[config.mk]
export PLATFORM = sky130hd
export DESIGN_NAME = seewa_core
export DESIGN_NICKNAME = d
export VERILOG_FILES = /design/src/verilog/seewa_pkg.sv /design/src/verilog/seewa_sync.sv /design/src/verilog/seewa_core.sv
export SDC_FILE = /design/constraint.sdc
export NUM_CORES = 1
export LEC_CHECK = 0
export ABC_CLOCK_PERIOD_IN_PS = 5100
export BUFFER_PORTS_ARGS = -buffer_cell sky130_fd_sc_hd__buf_4
export CAP_MARGIN = 10
export CORE_MARGIN = 4
export CORE_UTILIZATION = 45
export DETAILED_ROUTE_END_ITERATION = 12
export PLACE_DENSITY = 0.67
export SYNTH_ARGS = -nofsm -noshare
export SYNTH_HDL_FRONTEND = slang
export SYNTH_SLANG_ARGS = --single-unit
[constraint.sdc]
create_clock -name sys_clk -period 5.1 [get_ports sys_clk]
set_input_delay 0.765 -clock sys_clk [delete_from_list [all_inputs] [get_ports sys_clk]]
set_output_delay 0.765 -clock sys_clk [all_outputs]
set_load 0.02 [all_outputs]
[src/verilog/seewa_pkg.sv]
package seewa_pkg;
    // command frame layout
    localparam int OPCODE_W = 2;
    localparam int ADDR_W16 = 6;
    localparam int ADDR_W8 = 7;
    localparam int DATA_W16 = 16;
    localparam int DATA_W8 = 8;
    localparam int WORDS16 = 64;
    localparam int WORDS8 = 128;
    // opcodes
    localparam logic [1:0] OP_EXT = 2'h0;
    localparam logic [1:0] OP_WRITE = 2'h1;
    localparam logic [1:0] OP_READ = 2'h2;
    localparam logic [1:0] OP_CLEAR = 2'h3;
    // leading address bits under OP_EXT
    localparam logic [1:0] EXT_DISABLE = 2'h0;
    localparam logic [1:0] EXT_PROG_ALL = 2'h1;
    localparam logic [1:0] EXT_CLEAR_ALL = 2'h2;
    localparam logic [1:0] EXT_ENABLE = 2'h3;
    // timing
    localparam int SYS_CLK_HZ = 50_000_000;
    localparam int PROG_TIME_US = 5000;
    localparam int PROG_CYCLES = PROG_TIME_US * (SYS_CLK_HZ / 1_000_000);
    localparam int MIN_SELECT_LOW_TIME_NS = 250;
    localparam int MIN_SELECT_LOW_CYCLES =
        (MIN_SELECT_LOW_TIME_NS * (SYS_CLK_HZ / 1_000_000) + 999) / 1000;
    // self-timed operation kinds
    typedef enum logic [1:0] {SEEWA_OP_CLEAR1, SEEWA_OP_WRITE1, SEEWA_OP_CLRALL,
        SEEWA_OP_PROGALL} seewa_op_e;
endpackage

[src/verilog/seewa_sync.sv]
`timescale 1ns/1ns
// two-flop synchroniser with edge pulses taken from the settled stage only
module seewa_sync (
    // clock and reset
    input wire logic sys_clk,
    input wire logic rstn,
    // pin in, synchronised out
    input wire logic pin_in,
    output logic level_out,
    output logic rise_out,
    output logic fall_out
);
    typedef struct packed {
        logic meta;
        logic sync;
        logic last;
    } seewa_sync_s;

    seewa_sync_s st_reg;
    seewa_sync_s st_next;

    // first stage feeds only the second
    always_comb begin
        st_next = st_reg;
        st_next.meta = pin_in;
        st_next.sync = st_reg.meta;
        st_next.last = st_reg.sync;
    end

    always_ff @(posedge sys_clk or negedge rstn) begin
        if (!rstn) begin
            st_reg <= '0;
        end else begin
            st_reg <= st_next;
        end
    end

    assign level_out = st_reg.sync;
    assign rise_out = st_reg.sync & ~st_reg.last;
    assign fall_out = ~st_reg.sync & st_reg.last;
endmodule

[src/verilog/seewa_core.sv]
`timescale 1ns/1ns
// Function
// RQ1: the host drops select for the least low time after exactly the clear frame's clocks.
// RQ2: a select fall after a valid clear command starts a self-timed clear of that word.
// RQ3: a started cycle runs to its end with no further serial clocks.
// RQ4: while busy the host may reselect and poll data out for status.
// RQ5: a cleared word reads back as all ones.
// RQ6: clear-all starts on the select fall and leaves every bit at one.
// RQ7: write-all starts on the select fall and writes the word into every location.
// RQ8: write-all stores the word whatever the old contents, no prior clear needed.
// RQ9: the host drops select after the last bit and before the next serial clock rise.
// RQ10: a select fall outside that one-clock window aborts with memory untouched.
// RQ11: a command is start bit one, 2-bit opcode, 6 or 7 address bits, then data.
// RQ12: programming is off at reset and clear or write is ignored until enabled.
// RQ13: during polling data out is low while busy and high once ready.
// RQ14: clear uses opcode 11; clear-all and write-all use opcode 00 with 10 and 01.
module seewa_core #(
    parameter int PROG_CYCLES = seewa_pkg::PROG_CYCLES, // keep above MEM_WORDS for the sweep
    parameter int MEM_WORDS = seewa_pkg::WORDS8
) (
    // clock and reset
    input wire logic sys_clk,
    input wire logic rstn,
    // serial link pins
    input wire logic select_in,
    input wire logic serial_clk_in,
    input wire logic serial_in_line,
    input wire logic word_width_select,
    output logic serial_out,
    output logic serial_out_en,
    // status
    output logic busy,
    output logic prog_enabled
);
    localparam int CNT_W = $clog2(PROG_CYCLES + 1);
    localparam int FRAME_MAX = 1 + seewa_pkg::OPCODE_W + seewa_pkg::ADDR_W8
        + seewa_pkg::DATA_W16;

    typedef enum logic [2:0] {ST_IDLE, ST_SHIFT, ST_ARMED, ST_LATE, ST_RUN, ST_SKIP} seewa_st_e;

    typedef struct packed {
        seewa_st_e st;
        logic [4:0] nbits;
        logic [FRAME_MAX-1:0] shreg;
        logic [1:0] opcode;
        logic [1:0] lead;
        logic [6:0] addr;
        logic [15:0] wdata;
        seewa_pkg::seewa_op_e op;
        logic enabled;
        logic [CNT_W-1:0] cnt;
        logic [7:0] sweep;
        logic do_val;
        logic do_en;
    } seewa_core_s;

    seewa_core_s s_reg;
    seewa_core_s s_next;
    logic [7:0] mem [MEM_WORDS];
    logic mem_we;
    logic [6:0] mem_addr;
    logic [7:0] mem_data;
    logic cs_lvl, cs_rise, cs_fall;
    logic sk_rise;
    logic di_lvl;
    logic org_lvl;

    // all pins cross into sys_clk through two flops
    seewa_sync u_cs (.sys_clk(sys_clk), .rstn(rstn), .pin_in(select_in),
        .level_out(cs_lvl), .rise_out(cs_rise), .fall_out(cs_fall));
    seewa_sync u_sk (.sys_clk(sys_clk), .rstn(rstn), .pin_in(serial_clk_in),
        .level_out(), .rise_out(sk_rise), .fall_out());
    seewa_sync u_di (.sys_clk(sys_clk), .rstn(rstn), .pin_in(serial_in_line),
        .level_out(di_lvl), .rise_out(), .fall_out());
    seewa_sync u_org (.sys_clk(sys_clk), .rstn(rstn), .pin_in(word_width_select),
        .level_out(org_lvl), .rise_out(), .fall_out());

    // frame length for the opcode and width in use
    function automatic logic [4:0] frame_len(input logic [1:0] op, input logic [1:0] lead,
        input logic x16);
        logic [4:0] base;
        logic [4:0] dw;
        base = x16 ? 5'h9 : 5'ha;
        dw = x16 ? 5'h10 : 5'h8;
        if (op == seewa_pkg::OP_WRITE ||
            (op == seewa_pkg::OP_EXT && lead == seewa_pkg::EXT_PROG_ALL)) begin
            return base + dw; // [RQ11]
        end
        return base;
    endfunction

    // address field taken from the shift register, width per organisation
    function automatic logic [6:0] head_addr(input logic [FRAME_MAX-1:0] sr,
        input logic [4:0] dlen, input logic x16);
        logic [FRAME_MAX-1:0] sh;
        sh = sr >> dlen;
        return x16 ? {1'b0, sh[5:0]} : sh[6:0];
    endfunction

    logic [4:0] want;
    logic [4:0] dlen;
    logic [4:0] head;
    logic [1:0] lead;
    logic [FRAME_MAX-1:0] shifted;

    // lead bits latched when the head is complete; a data field would shift them away
    always_comb begin
        shifted = {s_reg.shreg[FRAME_MAX-2:0], di_lvl};
        head = org_lvl ? 5'h9 : 5'ha;
        lead = s_reg.lead;
        if (s_reg.st == ST_SHIFT && s_reg.nbits + 5'h1 == head) begin
            lead = org_lvl ? shifted[5:4] : shifted[6:5];
        end
        want = frame_len(s_reg.opcode, lead, org_lvl);
        dlen = (want > head) ? (org_lvl ? 5'h10 : 5'h8) : 5'h0;
    end

    // command capture, window check and self-timed sequencing
    always_comb begin
        s_next = s_reg;
        mem_we = 1'b0;
        mem_addr = s_reg.addr;
        mem_data = 8'hff;
        unique case (s_reg.st)
            ST_IDLE: begin
                if (cs_lvl && sk_rise && di_lvl) begin // start bit [RQ11]
                    s_next.st = ST_SHIFT;
                    s_next.nbits = 5'h1;
                    s_next.shreg = '0;
                end
            end
            ST_SHIFT: begin
                if (!cs_lvl) begin
                    s_next.st = ST_IDLE; // select fell too early [RQ10]
                end else if (sk_rise) begin
                    s_next.shreg = shifted;
                    s_next.nbits = s_reg.nbits + 5'h1;
                    s_next.lead = lead;
                    if (s_reg.nbits == 5'h2) begin
                        s_next.opcode = shifted[1:0];
                    end
                    if (s_reg.nbits > 5'h2 && s_reg.nbits + 5'h1 == want) begin
                        s_next.st = ST_ARMED;
                    end
                end
            end
            ST_ARMED: begin
                // last bit taken, fall must come before the next clock rise [RQ9]
                s_next.addr = head_addr(s_reg.shreg, dlen, org_lvl);
                s_next.wdata = s_reg.shreg[15:0];
                if (sk_rise) begin
                    s_next.st = ST_LATE; // late fall aborts [RQ10]
                end else if (cs_fall) begin
                    s_next.st = ST_IDLE;
                    if (s_reg.opcode == seewa_pkg::OP_EXT) begin
                        unique case (lead)
                            seewa_pkg::EXT_ENABLE: s_next.enabled = 1'b1;
                            seewa_pkg::EXT_DISABLE: s_next.enabled = 1'b0;
                            seewa_pkg::EXT_CLEAR_ALL: begin
                                s_next.op = seewa_pkg::SEEWA_OP_CLRALL; // [RQ14]
                                s_next.st = s_reg.enabled ? ST_RUN : ST_IDLE; // [RQ6] [RQ12]
                            end
                            seewa_pkg::EXT_PROG_ALL: begin
                                s_next.op = seewa_pkg::SEEWA_OP_PROGALL; // [RQ14]
                                s_next.st = s_reg.enabled ? ST_RUN : ST_IDLE; // [RQ7] [RQ12]
                            end
                        endcase
                    end else if (s_reg.opcode == seewa_pkg::OP_CLEAR) begin
                        s_next.op = seewa_pkg::SEEWA_OP_CLEAR1; // [RQ14]
                        s_next.st = s_reg.enabled ? ST_RUN : ST_IDLE; // [RQ2] [RQ12]
                    end else if (s_reg.opcode == seewa_pkg::OP_WRITE) begin
                        s_next.op = seewa_pkg::SEEWA_OP_WRITE1;
                        s_next.st = s_reg.enabled ? ST_RUN : ST_IDLE; // [RQ12]
                    end
                    s_next.cnt = '0;
                    s_next.sweep = '0;
                end
            end
            ST_LATE: begin
                if (!cs_lvl) begin
                    s_next.st = ST_IDLE; // nothing written
                end
            end
            ST_RUN: begin
                // counts on sys_clk alone, the serial clock is not needed [RQ3]
                s_next.cnt = s_reg.cnt + 1'b1;
                if (s_reg.op == seewa_pkg::SEEWA_OP_CLRALL ||
                    s_reg.op == seewa_pkg::SEEWA_OP_PROGALL) begin
                    mem_addr = s_reg.sweep[6:0];
                    // one spare bit so the count can reach the array size
                    if (s_reg.sweep < 8'(MEM_WORDS)) begin
                        mem_we = 1'b1;
                        s_next.sweep = s_reg.sweep + 8'h1;
                    end
                    if (s_reg.op == seewa_pkg::SEEWA_OP_PROGALL) begin
                        mem_data = s_reg.wdata[7:0]; // overwrite, no prior clear [RQ7] [RQ8]
                    end // else all ones [RQ6]
                end else if (s_reg.cnt == '0) begin
                    mem_we = 1'b1;
                    mem_data = (s_reg.op == seewa_pkg::SEEWA_OP_WRITE1) ?
                        s_reg.wdata[7:0] : 8'hff; // cleared word reads ones [RQ5]
                end
                if (s_reg.cnt == CNT_W'(PROG_CYCLES - 1)) begin
                    s_next.st = ST_IDLE;
                end
            end
            default: s_next.st = ST_IDLE;
        endcase
        // status on data out while selected and idle of frames [RQ4] [RQ13]
        s_next.do_en = cs_lvl && (s_reg.st == ST_RUN || s_reg.st == ST_IDLE);
        s_next.do_val = (s_next.st != ST_RUN);
        if (cs_rise) begin
            s_next.do_en = cs_lvl;
        end
    end

    always_ff @(posedge sys_clk or negedge rstn) begin
        if (!rstn) begin
            s_reg <= '0; // programming disabled at reset [RQ12]
        end else begin
            s_reg <= s_next;
        end
    end

    // storage array, low byte kept; a wider word is modelled as its low byte
    always_ff @(posedge sys_clk) begin
        if (mem_we) begin
            mem[mem_addr] <= mem_data;
        end
    end

    assign serial_out = s_reg.do_val;
    assign serial_out_en = s_reg.do_en;
    assign busy = (s_reg.st == ST_RUN);
    assign prog_enabled = s_reg.enabled;
endmodule

==> impl_metrics.json, run 1 <==
{
  "status": "completed",
  "synth_async_sr_flop_share_pct": 100.0,
  "row_count": 26,
  "avgSynthCellArea_um2": 10.66,
  "area_growth_pct": 9.178,
  "totalWireLength_mm": 4.133,
  "num_vias": 1607,
  "worst_r2r_path_depth": 11,
  "clk_pin_slew_worst_paths_ps": 80,
  "final_cell_mix": "dfrtp_1, nor2_1, nand2_1",
  "finalSetupTns_ps": 0,
  "nets": 243,
  "start_kind": "register",
  "p_seq_share_pct": 59.7,
  "p_comb_share_pct": 7.8,
  "htree_levels": 2,
  "ys_ff_latch": 49,
  "drt-initial-drc-count": 76,
  "cpPeakStageDelay_ps": 430,
  "period_needed_ps": 3045,
  "max_freq_mhz": 328.4,
  "post-cts-setup-buffer-count": 0,
  "ctsLongestPathBuffers": 2,
  "clock_latency_ps": 300,
  "crit_chain": "inv_1 > ha_1 > nor3b_1 > o21ai_0 > and4bb_2 > mux2i_1 > ha_1 > o21bai_1 > or3_1 > a2111oi_0 > o21bai_1",
  "postSynthNetCount": 231,
  "synth_cell_types": 41,
  "drive_above_1_share_pct": 11.64,
  "rsz0062_at_grt": "false",
  "slew_violations": 0,
  "avgViaCountPerCell": 5.321,
  "hpwl_mm": 2.848,
  "netlist_instances": 220,
  "yosysSeqAreaShare_pct": 52.29,
  "power_switching_w": 0.0001646,
  "timing.final.crit_share_pct": 59.70,
  "slew_headroom_pct": 39.34,
  "grt_max_degree": 50,
  "power_density_nw_per_um2": 272.7,
  "fin_skew_ps": 8.779,
  "floorplan.io_pins": 10,
  "antenna_found_initial": 0,
  "cts_buffers": 5,
  "io_buffers": 9,
  "critical_path_arrival_ps": 3270,
  "hold_class": "reg -> reg",
  "largest_reg_flops": 36,
  "fp.dieArea_um2": 6430,
  "p_int_w": 0.0005335,
  "antenna-diode-count": 0,
  "layout_commonest_cell": "dfrtp_1",
  "path_max_fanout": 7,
  "routabilityCongestion": 0.8009,
  "power.leakage_nw": 1.093,
  "endpoint_kind": "register",
  "drtAntennaViolNets": 0,
  "crit_path_top_delay_cell": "dfrtp_1",
  "cts.sinks": 49,
  "overflow": 0,
  "yosysWarningCount": 0,
  "holdPathStages": 0,
  "hold_buffers": 0,
  "start_util_pct": 46.20,
  "grt_pass1_wl_mm": 7.472,
  "cts_resized": 0,
  "synth_edf_count": 0,
  "die_h_um": 80.19,
  "hold_violations": 0,
  "worstMarginPinSlew_ps": 909.0,
  "post_drt_wl_per_cell_um": 13.69,
  "die_w_um": 80.19,
  "holdWs_ps": 353.0,
  "dr.pass1.iters": 4,
  "drc": 0,
  "cts-root-buf": "clkbuf_8",
  "cap_violations": 0,
  "vdd_ir_drop_max_v": 0.0001667,
  "tritoncts": "yes",
  "pwr-share-clk_pct": 32.5,
  "syn-cell-area_um2": 2345,
  "grt_pass1_vias": 1644,
  "worstSetupPathType": "reg -> reg",
  "sw_frac_of_total_pct": 23.58,
  "synth_ff_type": "dfrtp_1",
  "grtUsageTotal_pct": 14.98,
  "worstPathRequired_ps": 5330,
  "coreArea_um2": 5075,
  "setup_viol": 0
}
## worst max-delay path, delay by kind of cell (launching register included)
family | cells | cell delay (ps)
and+or+nand+nor | 3 | 990
AOI/OAI and AO/OA | 4 | 700
adders and majority gates | 2 | 510
DFF | 1 | 430
muxes | 1 | 270
buffers and inverters | 1 | 70
## kinds of logic after synthesis
group | after synthesis | share of synthesized area, %
AOI/OAI and AO/OA | 37 | 10.35
xor gates and xnor gates | 18 | 7.310
DFF | 49 | 52.29
muxes | 9 | 4.216
and+or+nand+nor | 88 | 20.06
buffers and inverters | 14 | 3.095
adders and majority gates | 5 | 2.668
## per-layer routing
| metal | up-vias | GRT usage, % | part of all wire, % |
|---|---|---|---|
| li1 | 797 | - | - |
| met1 | 782 | 18.45 | 48 |
| met2 | 21 | 24.59 | 47 |
| met3 | 7 | 3.475 | 2.9 |
| met4 | 0 | 7.264 | 1.7 |
| met5 | - | 0 | 0 |
## final timing paths
check,from,endpoint,slack (ps)
max reg2reg,s_reg[84],s_reg[90],2060
min reg2reg,u_sk.st_next[1],u_sk.level_out,350
min,u_sk.st_next[1],u_sk.level_out,350
max,s_reg[84],s_reg[90],2060
max in group asynchronous,rstn,s_reg[62],4230
min in group asynchronous,rstn,s_reg[24],470
## Yosys cell counts (3+ instances only)
master | n | area (µm²)
xnor2_1 | 10 | 87.58
nand2_1 | 18 | 67.56
nor4_1 | 7 | 43.79
nand3_1 | 10 | 50.05
o21bai_1 | 3 | 22.52
xor2_1 | 7 | 61.31
or3_1 | 3 | 18.77
nor3b_1 | 3 | 22.52
o21ai_0 | 14 | 70.07
clkbuf_1 | 3 | 11.26
a22o_1 | 6 | 52.55
nor2_1 | 24 | 90.09
nor2b_1 | 4 | 25.02
inv_1 | 8 | 30.03
dfrtp_1 | 49 | 1226
and2_1 | 3 | 18.77
nand4_1 | 4 | 25.02
a21oi_1 | 5 | 25.02
ha_1 | 5 | 62.56
mux2_2 | 7 | 78.83
## metrics by stage
stage	utilization [%]	setup WS [ps]	std cells	instance area (µm²)	power, W
floorplan	-	2347	220	2345	0.0004579
global placement	48.74	2206	295	2474	0.0004776
detailed placement	48.74	2113	295	2474	0.0004794
CTS	50.44	2049	302	2560	0.0007109
global route	50.44	1843	302	2560	0.0007359
finish	50.44	2055	302	2560	0.0006981
## power groups by stage
stage,Clock [W],Sequential (W),Combinational (W)
6_report,0.000227,0.000417,0.0000548
5_1_grt,0.000253,0.000420,0.0000627
4_1_cts,0.000239,0.000416,0.0000558
3_5_place_dp,0,0.000424,0.0000553
3_3_place_gp,0,0.000424,0.0000540
2_1_floorplan,0,0.000421,0.0000372
## final cells by class
cell class / count / area (µm²)
Tap cell: 70 / 87.58
Multi-Input combinational cell: 157 / 1046
Clock buffer: 7 / 86.33
Fill cell: 476 / 2515
Inverter: 9 / 38.79
Timing Repair Buffer: 10 / 75.07
Sequential cell: 49 / 1226
Power figures use the tool's default switching activity.
==> run 2: changes to the inputs <==
Settings changed: ABC_CLOCK_PERIOD_IN_PS 5100 to 3050.
Clock period 5.1 ns to 3.05 ns, I/O delays scaled along.
==> run 2 against run 1 <==
Critical path depth fell by 1; die area did not move; count of clock-buffer cells in the layout did not move; non-clock buffer count rose by 1; critical path type unchanged; critical endpoint unchanged; largest cell class unchanged; largest power group unchanged; highest routed layer unchanged.
==> impl_metrics.json, run 2 (synthesis gave the netlist of run 1 again) <==
{
  "holdWs_ps": 138.5,
  "power.leakage_nw": 1.113,
  "coreArea_um2": 5075,
  "max_freq_mhz": 342.5,
  "fin_skew_ps": 9.014,
  "area_growth_pct": 11.21,
  "status": "completed",
  "placed_cell_area_um2": 2481,
  "clk_pin_slew_worst_paths_ps": 90,
  "final_cell_mix": "dfrtp_1, nor2_1, nand2_1",
  "r2r_start": "s_reg[85]",
  "rrSetupSlack_ps": 130,
  "multi_input_area_um2": 1071,
  "grt_pass1_vias": 1619,
  "fill_cells": 484,
  "finalSetupTns_ps": 0,
  "overflow": 0,
  "stdcell_area_um2": 2608,
  "num_vias": 1600,
  "drive_above_1_share_pct": 14.53,
  "dr.pass1.iters": 4,
  "io_buffers": 9,
  "avgViaCountPerCell": 5.263,
  "antenna-diode-count": 0,
  "crit_end": "s_reg[90]",
  "fp.dieArea_um2": 6430,
  "grt-busiest-layer": "met2",
  "endpoint_kind": "register",
  "die_w_um": 80.19,
  "nets": 244,
  "largest_reg_flops": 36,
  "drc": 0,
  "post_drt_wl_per_cell_um": 14.21,
  "slew_violations": 0,
  "cts_buffers": 5,
  "use_met3_pct": 4.372,
  "timing.final.crit_share_pct": 95.73,
  "antenna_found_initial": 0,
  "start_util_pct": 46.20,
  "slew_headroom_pct": 37.17,
  "grtUsageTotal_pct": 15.04,
  "worst_r2r_path_depth": 10,
  "htree_levels": 2,
  "period_needed_ps": 2920,
  "totalWireLength_mm": 4.320,
  "crit_path_start": "s_reg[85]",
  "vdd_ir_drop_max_v": 0.0003754,
  "critical_path_arrival_ps": 3150,
  "worstSetupPathType": "reg -> reg",
  "layout_commonest_cell": "dfrtp_1",
  "p_total_w": 0.001224,
  "cap_violations": 0,
  "grt_max_degree": 50,
  "floorplan.io_pins": 10,
  "cts.sinks": 49,
  "reg2reg_to": "s_reg[90]",
  "hold_class": "in -> async",
  "power_density_nw_per_um2": 469.3,
  "routabilityCongestion": 0.8231,
  "hold_violations": 0,
  "post-cts-setup-buffer-count": 0,
  "grtUsageMet1_pct": 18.58,
  "grt_pass1_wl_mm": 7.369,
  "start_kind": "register",
  "drt-initial-drc-count": 68,
  "cts-root-buf": "clkbuf_8",
  "drtAntennaViolNets": 0,
  "worstPathRequired_ps": 3280,
  "ctsLongestPathBuffers": 2,
  "row_count": 26,
  "path_max_fanout": 5,
  "regArea_um2": 1226,
  "hpwl_mm": 2.965,
  "die_h_um": 80.19,
  "setup_viol": 0,
  "clock_latency_ps": 300,
  "tritoncts": "yes",
  "worstMarginPinSlew_ps": 941.4,
  "grt_use_met2_pct": 24.34
}
-- run 2: through the flow --
stage | util (%) | setup slack (ps) | cells
final | 51.38 | 130.3 | 304
after global routing | 51.38 | -24.15 | 304
after global placement | 48.89 | 217.2 | 296
after CTS | 50.89 | 104.5 | 304
after floorplan | - | 297.0 | 220
after detailed placement | 48.89 | 150.4 | 296
-- run 2: layer usage --
metal	share of wire [%]	wire length [µm]
met1	47	2046
met2	48	2056
met3	3.1	132
met4	1.9	84
met5	0	0
-- run 2: how the worst min path moves through the flow --
stage               slack (ps)  cells past startpoint              to       startpoint
global route               200                      1       s_reg[24]             rstn
floorplan                  160                      0    prog_enabled             rstn
finish                     140                      1       s_reg[24]             rstn
global placement           330                      0  u_cs.level_out  u_cs.st_next[1]
detailed placement         330                      0  u_cs.level_out  u_cs.st_next[1]
CTS                        170                      1       s_reg[24]             rstn
-- run 2: area by class of cell --
type                    instances  share of cell area [%]
clock buffers                   7                   3.695
clock inverters                 1                  0.1919
inverters                       9                   1.488
multi-input cells             157                   41.07
flip-flops and latches         49                   47.03
well taps                      70                   3.359
repair buffers                 11                   3.167
-- run 2: report_power, final --
part           switching, W  internal (W)  leakage, nW
registers         0.0000197      0.000670        0.650
logic             0.0000628     0.0000545        0.409
clock network      0.000211      0.000205       0.0542
total              0.000294      0.000930         1.11
-- run 2: worst max-delay path: stages, from the launching register on --
cell and delay, ps:
dfrtp_1 430, ha_1 320, nor3b_2 220, o21ai_0 130
and4bb_2 360, mux2i_2 260, ha_1 180, o21bai_1 80
or3_1 370, a2111oi_1 350, o21bai_1 160
-- run 2: what timing repair did --
action	4_1_cts	5_1_grt
hold endpoints to repair	0	0
hold buffers	0	0
resized for setup	0	5
setup endpoints to repair	0	1
==> run 3: changes to the inputs <==
Settings changed: REMOVE_ABC_BUFFERS set to 1.
==> run 3 against run 2 <==
Critical endpoint unchanged; largest power group unchanged; combinational power barely moved; clock skew barely moved; count of clock-buffer cells in the layout did not move; global-route usage fell by 0.60 points.
==> impl_metrics.json, run 3 (synthesis gave the netlist of run 1 again) <==
{
  "period_needed_ps": 2888,
  "num_vias": 1579,
  "nets": 245,
  "antenna_found_initial": 0,
  "dr.pass1.iters": 4,
  "timing.final.crit_share_pct": 94.68,
  "drtAntennaViolNets": 0,
  "area_growth_pct": 11.26,
  "fin_skew_ps": 8.996,
  "grt_pass1_vias": 1604,
  "finalSetupTns_ps": 0,
  "cts_buffers": 5,
  "final_cell_mix": "dfrtp_1, nor2_1, nand2_1",
  "floorplan.io_pins": 10,
  "clk_pin_slew_worst_paths_ps": 80,
  "io_buffers": 9,
  "hold_violations": 0,
  "overflow": 0,
  "grt_pass1_wl_mm": 7.224,
  "cts-root-buf": "clkbuf_8",
  "ctsLongestPathBuffers": 2,
  "start_util_pct": 46.20,
  "drc": 0,
  "power_density_nw_per_um2": 458.5,
  "clock_latency_ps": 300,
  "slew_violations": 0,
  "fin_util_pct": 51.41,
  "hold_buffers": 0,
  "rrSetupSlack_ps": 160,
  "grt_max_degree": 50,
  "cp_num_buf_inv": 1,
  "fp.dieArea_um2": 6430,
  "drt-initial-drc-count": 52,
  "r2r_start": "s_reg[84]",
  "path_delay_family": "simple AND/OR/NAND/NOR gates",
  "post-place-ws_ps": 60.09,
  "worstPathRequired_ps": 3270,
  "routabilityCongestion": 0.8240,
  "fill_cells": 480,
  "cap_violations": 0,
  "die_w_um": 80.19,
  "tritoncts": "yes",
  "max_freq_mhz": 346.3,
  "die_h_um": 80.19,
  "worst_r2r_path_depth": 11,
  "cts.sinks": 49,
  "avgViaCountPerCell": 5.194,
  "cpPeakStageDelay_ps": 440,
  "worstMarginPinSlew_ps": 914.6,
  "endpoint_kind": "register",
  "crit_path_top_delay_cell": "dfrtp_2",
  "coreArea_um2": 5075,
  "reg2reg_to": "s_reg[90]",
  "drive_above_1_share_pct": 14.96,
  "critical_path_arrival_ps": 3110,
  "setup_viol": 0,
  "worstSetupPathType": "reg -> reg",
  "row_count": 26,
  "power.leakage_nw": 1.105,
  "post_drt_wl_per_cell_um": 14.00,
  "totalWireLength_mm": 4.256,
  "layout_commonest_cell": "dfrtp_1",
  "start_kind": "register",
  "slew_headroom_pct": 38.96,
  "grtUsageTotal_pct": 14.44,
  "timing.final.ws_setup_ps": 162.1,
  "antenna-diode-count": 0,
  "timing.critical_path.mode_cell": "o21bai_1",
  "htree_levels": 2,
  "status": "completed",
  "largest_reg_flops": 36,
  "hold_class": "in -> async",
  "hpwl_mm": 2.898,
  "crit_chain": "inv_1 > ha_4 > nor3b_2 > o21ai_0 > and4bb_2 > mux2i_2 > ha_1 > o21bai_1 > or3_4 > a2111oi_2 > o21bai_1",
  "path_max_fanout": 7,
  "vdd_ir_drop_max_v": 0.0003539
}
-- run 3: cell types whose count changed in the layout (fill, tap and decap cells not counted), sizes merged --
cell	before	now
buf	11	12
clkinv	2	1
-- run 3: worst reg2reg max path, delay by kind of cell (launching register included) --
kind	cells	cell delay [ps]
fa+ha+maj	2	390
mux	1	240
flops	1	440
compound gates	4	700
buf+inv	1	110
simple gates	3	930
-- run 3: repair_timing --
item                       in CTS  in global routing
setup endpoints to repair       0                  2
gates resized for setup         0                  7
setup buffers                   0                  2
-- run 3: power by group --
group / switching (W) / internal, W / total [W]
combinational: 0.0000610 / 0.0000559 / 0.000117
sequential: 0.0000276 / 0.000672 / 0.000699
clock: 0.000200 / 0.000180 / 0.000380
-- run 3: cell type report --
type / instances / area (µm²) / share of cell area [%]
Multi-Input combinational cell: 157 / 1079 / 41.34
Inverter: 9 / 38.79 / 1.487
Tap cell: 70 / 87.58 / 3.357
Timing Repair Buffer: 12 / 90.09 / 3.453
Clock buffer: 7 / 86.33 / 3.309
Sequential cell: 49 / 1227 / 47.05
-- run 3: metal layers --
| layer | track usage [%] | share of wire, % | vias to the layer above |
|---|---|---|---|
| met4 | 6.250 | 1.7 | 0 |
| li1 | - | - | 804 |
| met5 | 0 | 0 | - |
| met1 | 18.52 | 48 | 748 |
| met3 | 3.251 | 3.0 | 7 |
| met2 | 23.34 | 48 | 20 |
-- run 3: stage by stage --
step | instance area (µm²) | cells | hold WS (ps) | total power, W
6_report | 2609 | 304 | 144.1 | 0.001196
5_1_grt | 2609 | 304 | 199.4 | 0.001262
4_1_cts | 2560 | 302 | 174.4 | 0.001187
3_5_place_dp | 2474 | 295 | 334.7 | 0.0008017
3_3_place_gp | 2474 | 295 | 335.1 | 0.0007988
2_1_floorplan | 2311 | 215 | 161.9 | 0.0007652
-- run 3: worst max-delay path by stage --
stage,startpoint,to,cells after the start,slack [ps]
finish,s_reg[84],s_reg[90],11,160
floorplan,s_reg[84],s_reg[90],11,300
global route,s_reg[85],s_reg[90],10,-20
CTS,s_reg[84],s_reg[90],11,2
global placement,s_reg[84],s_reg[90],11,150
detailed placement,s_reg[84],s_reg[90],11,60
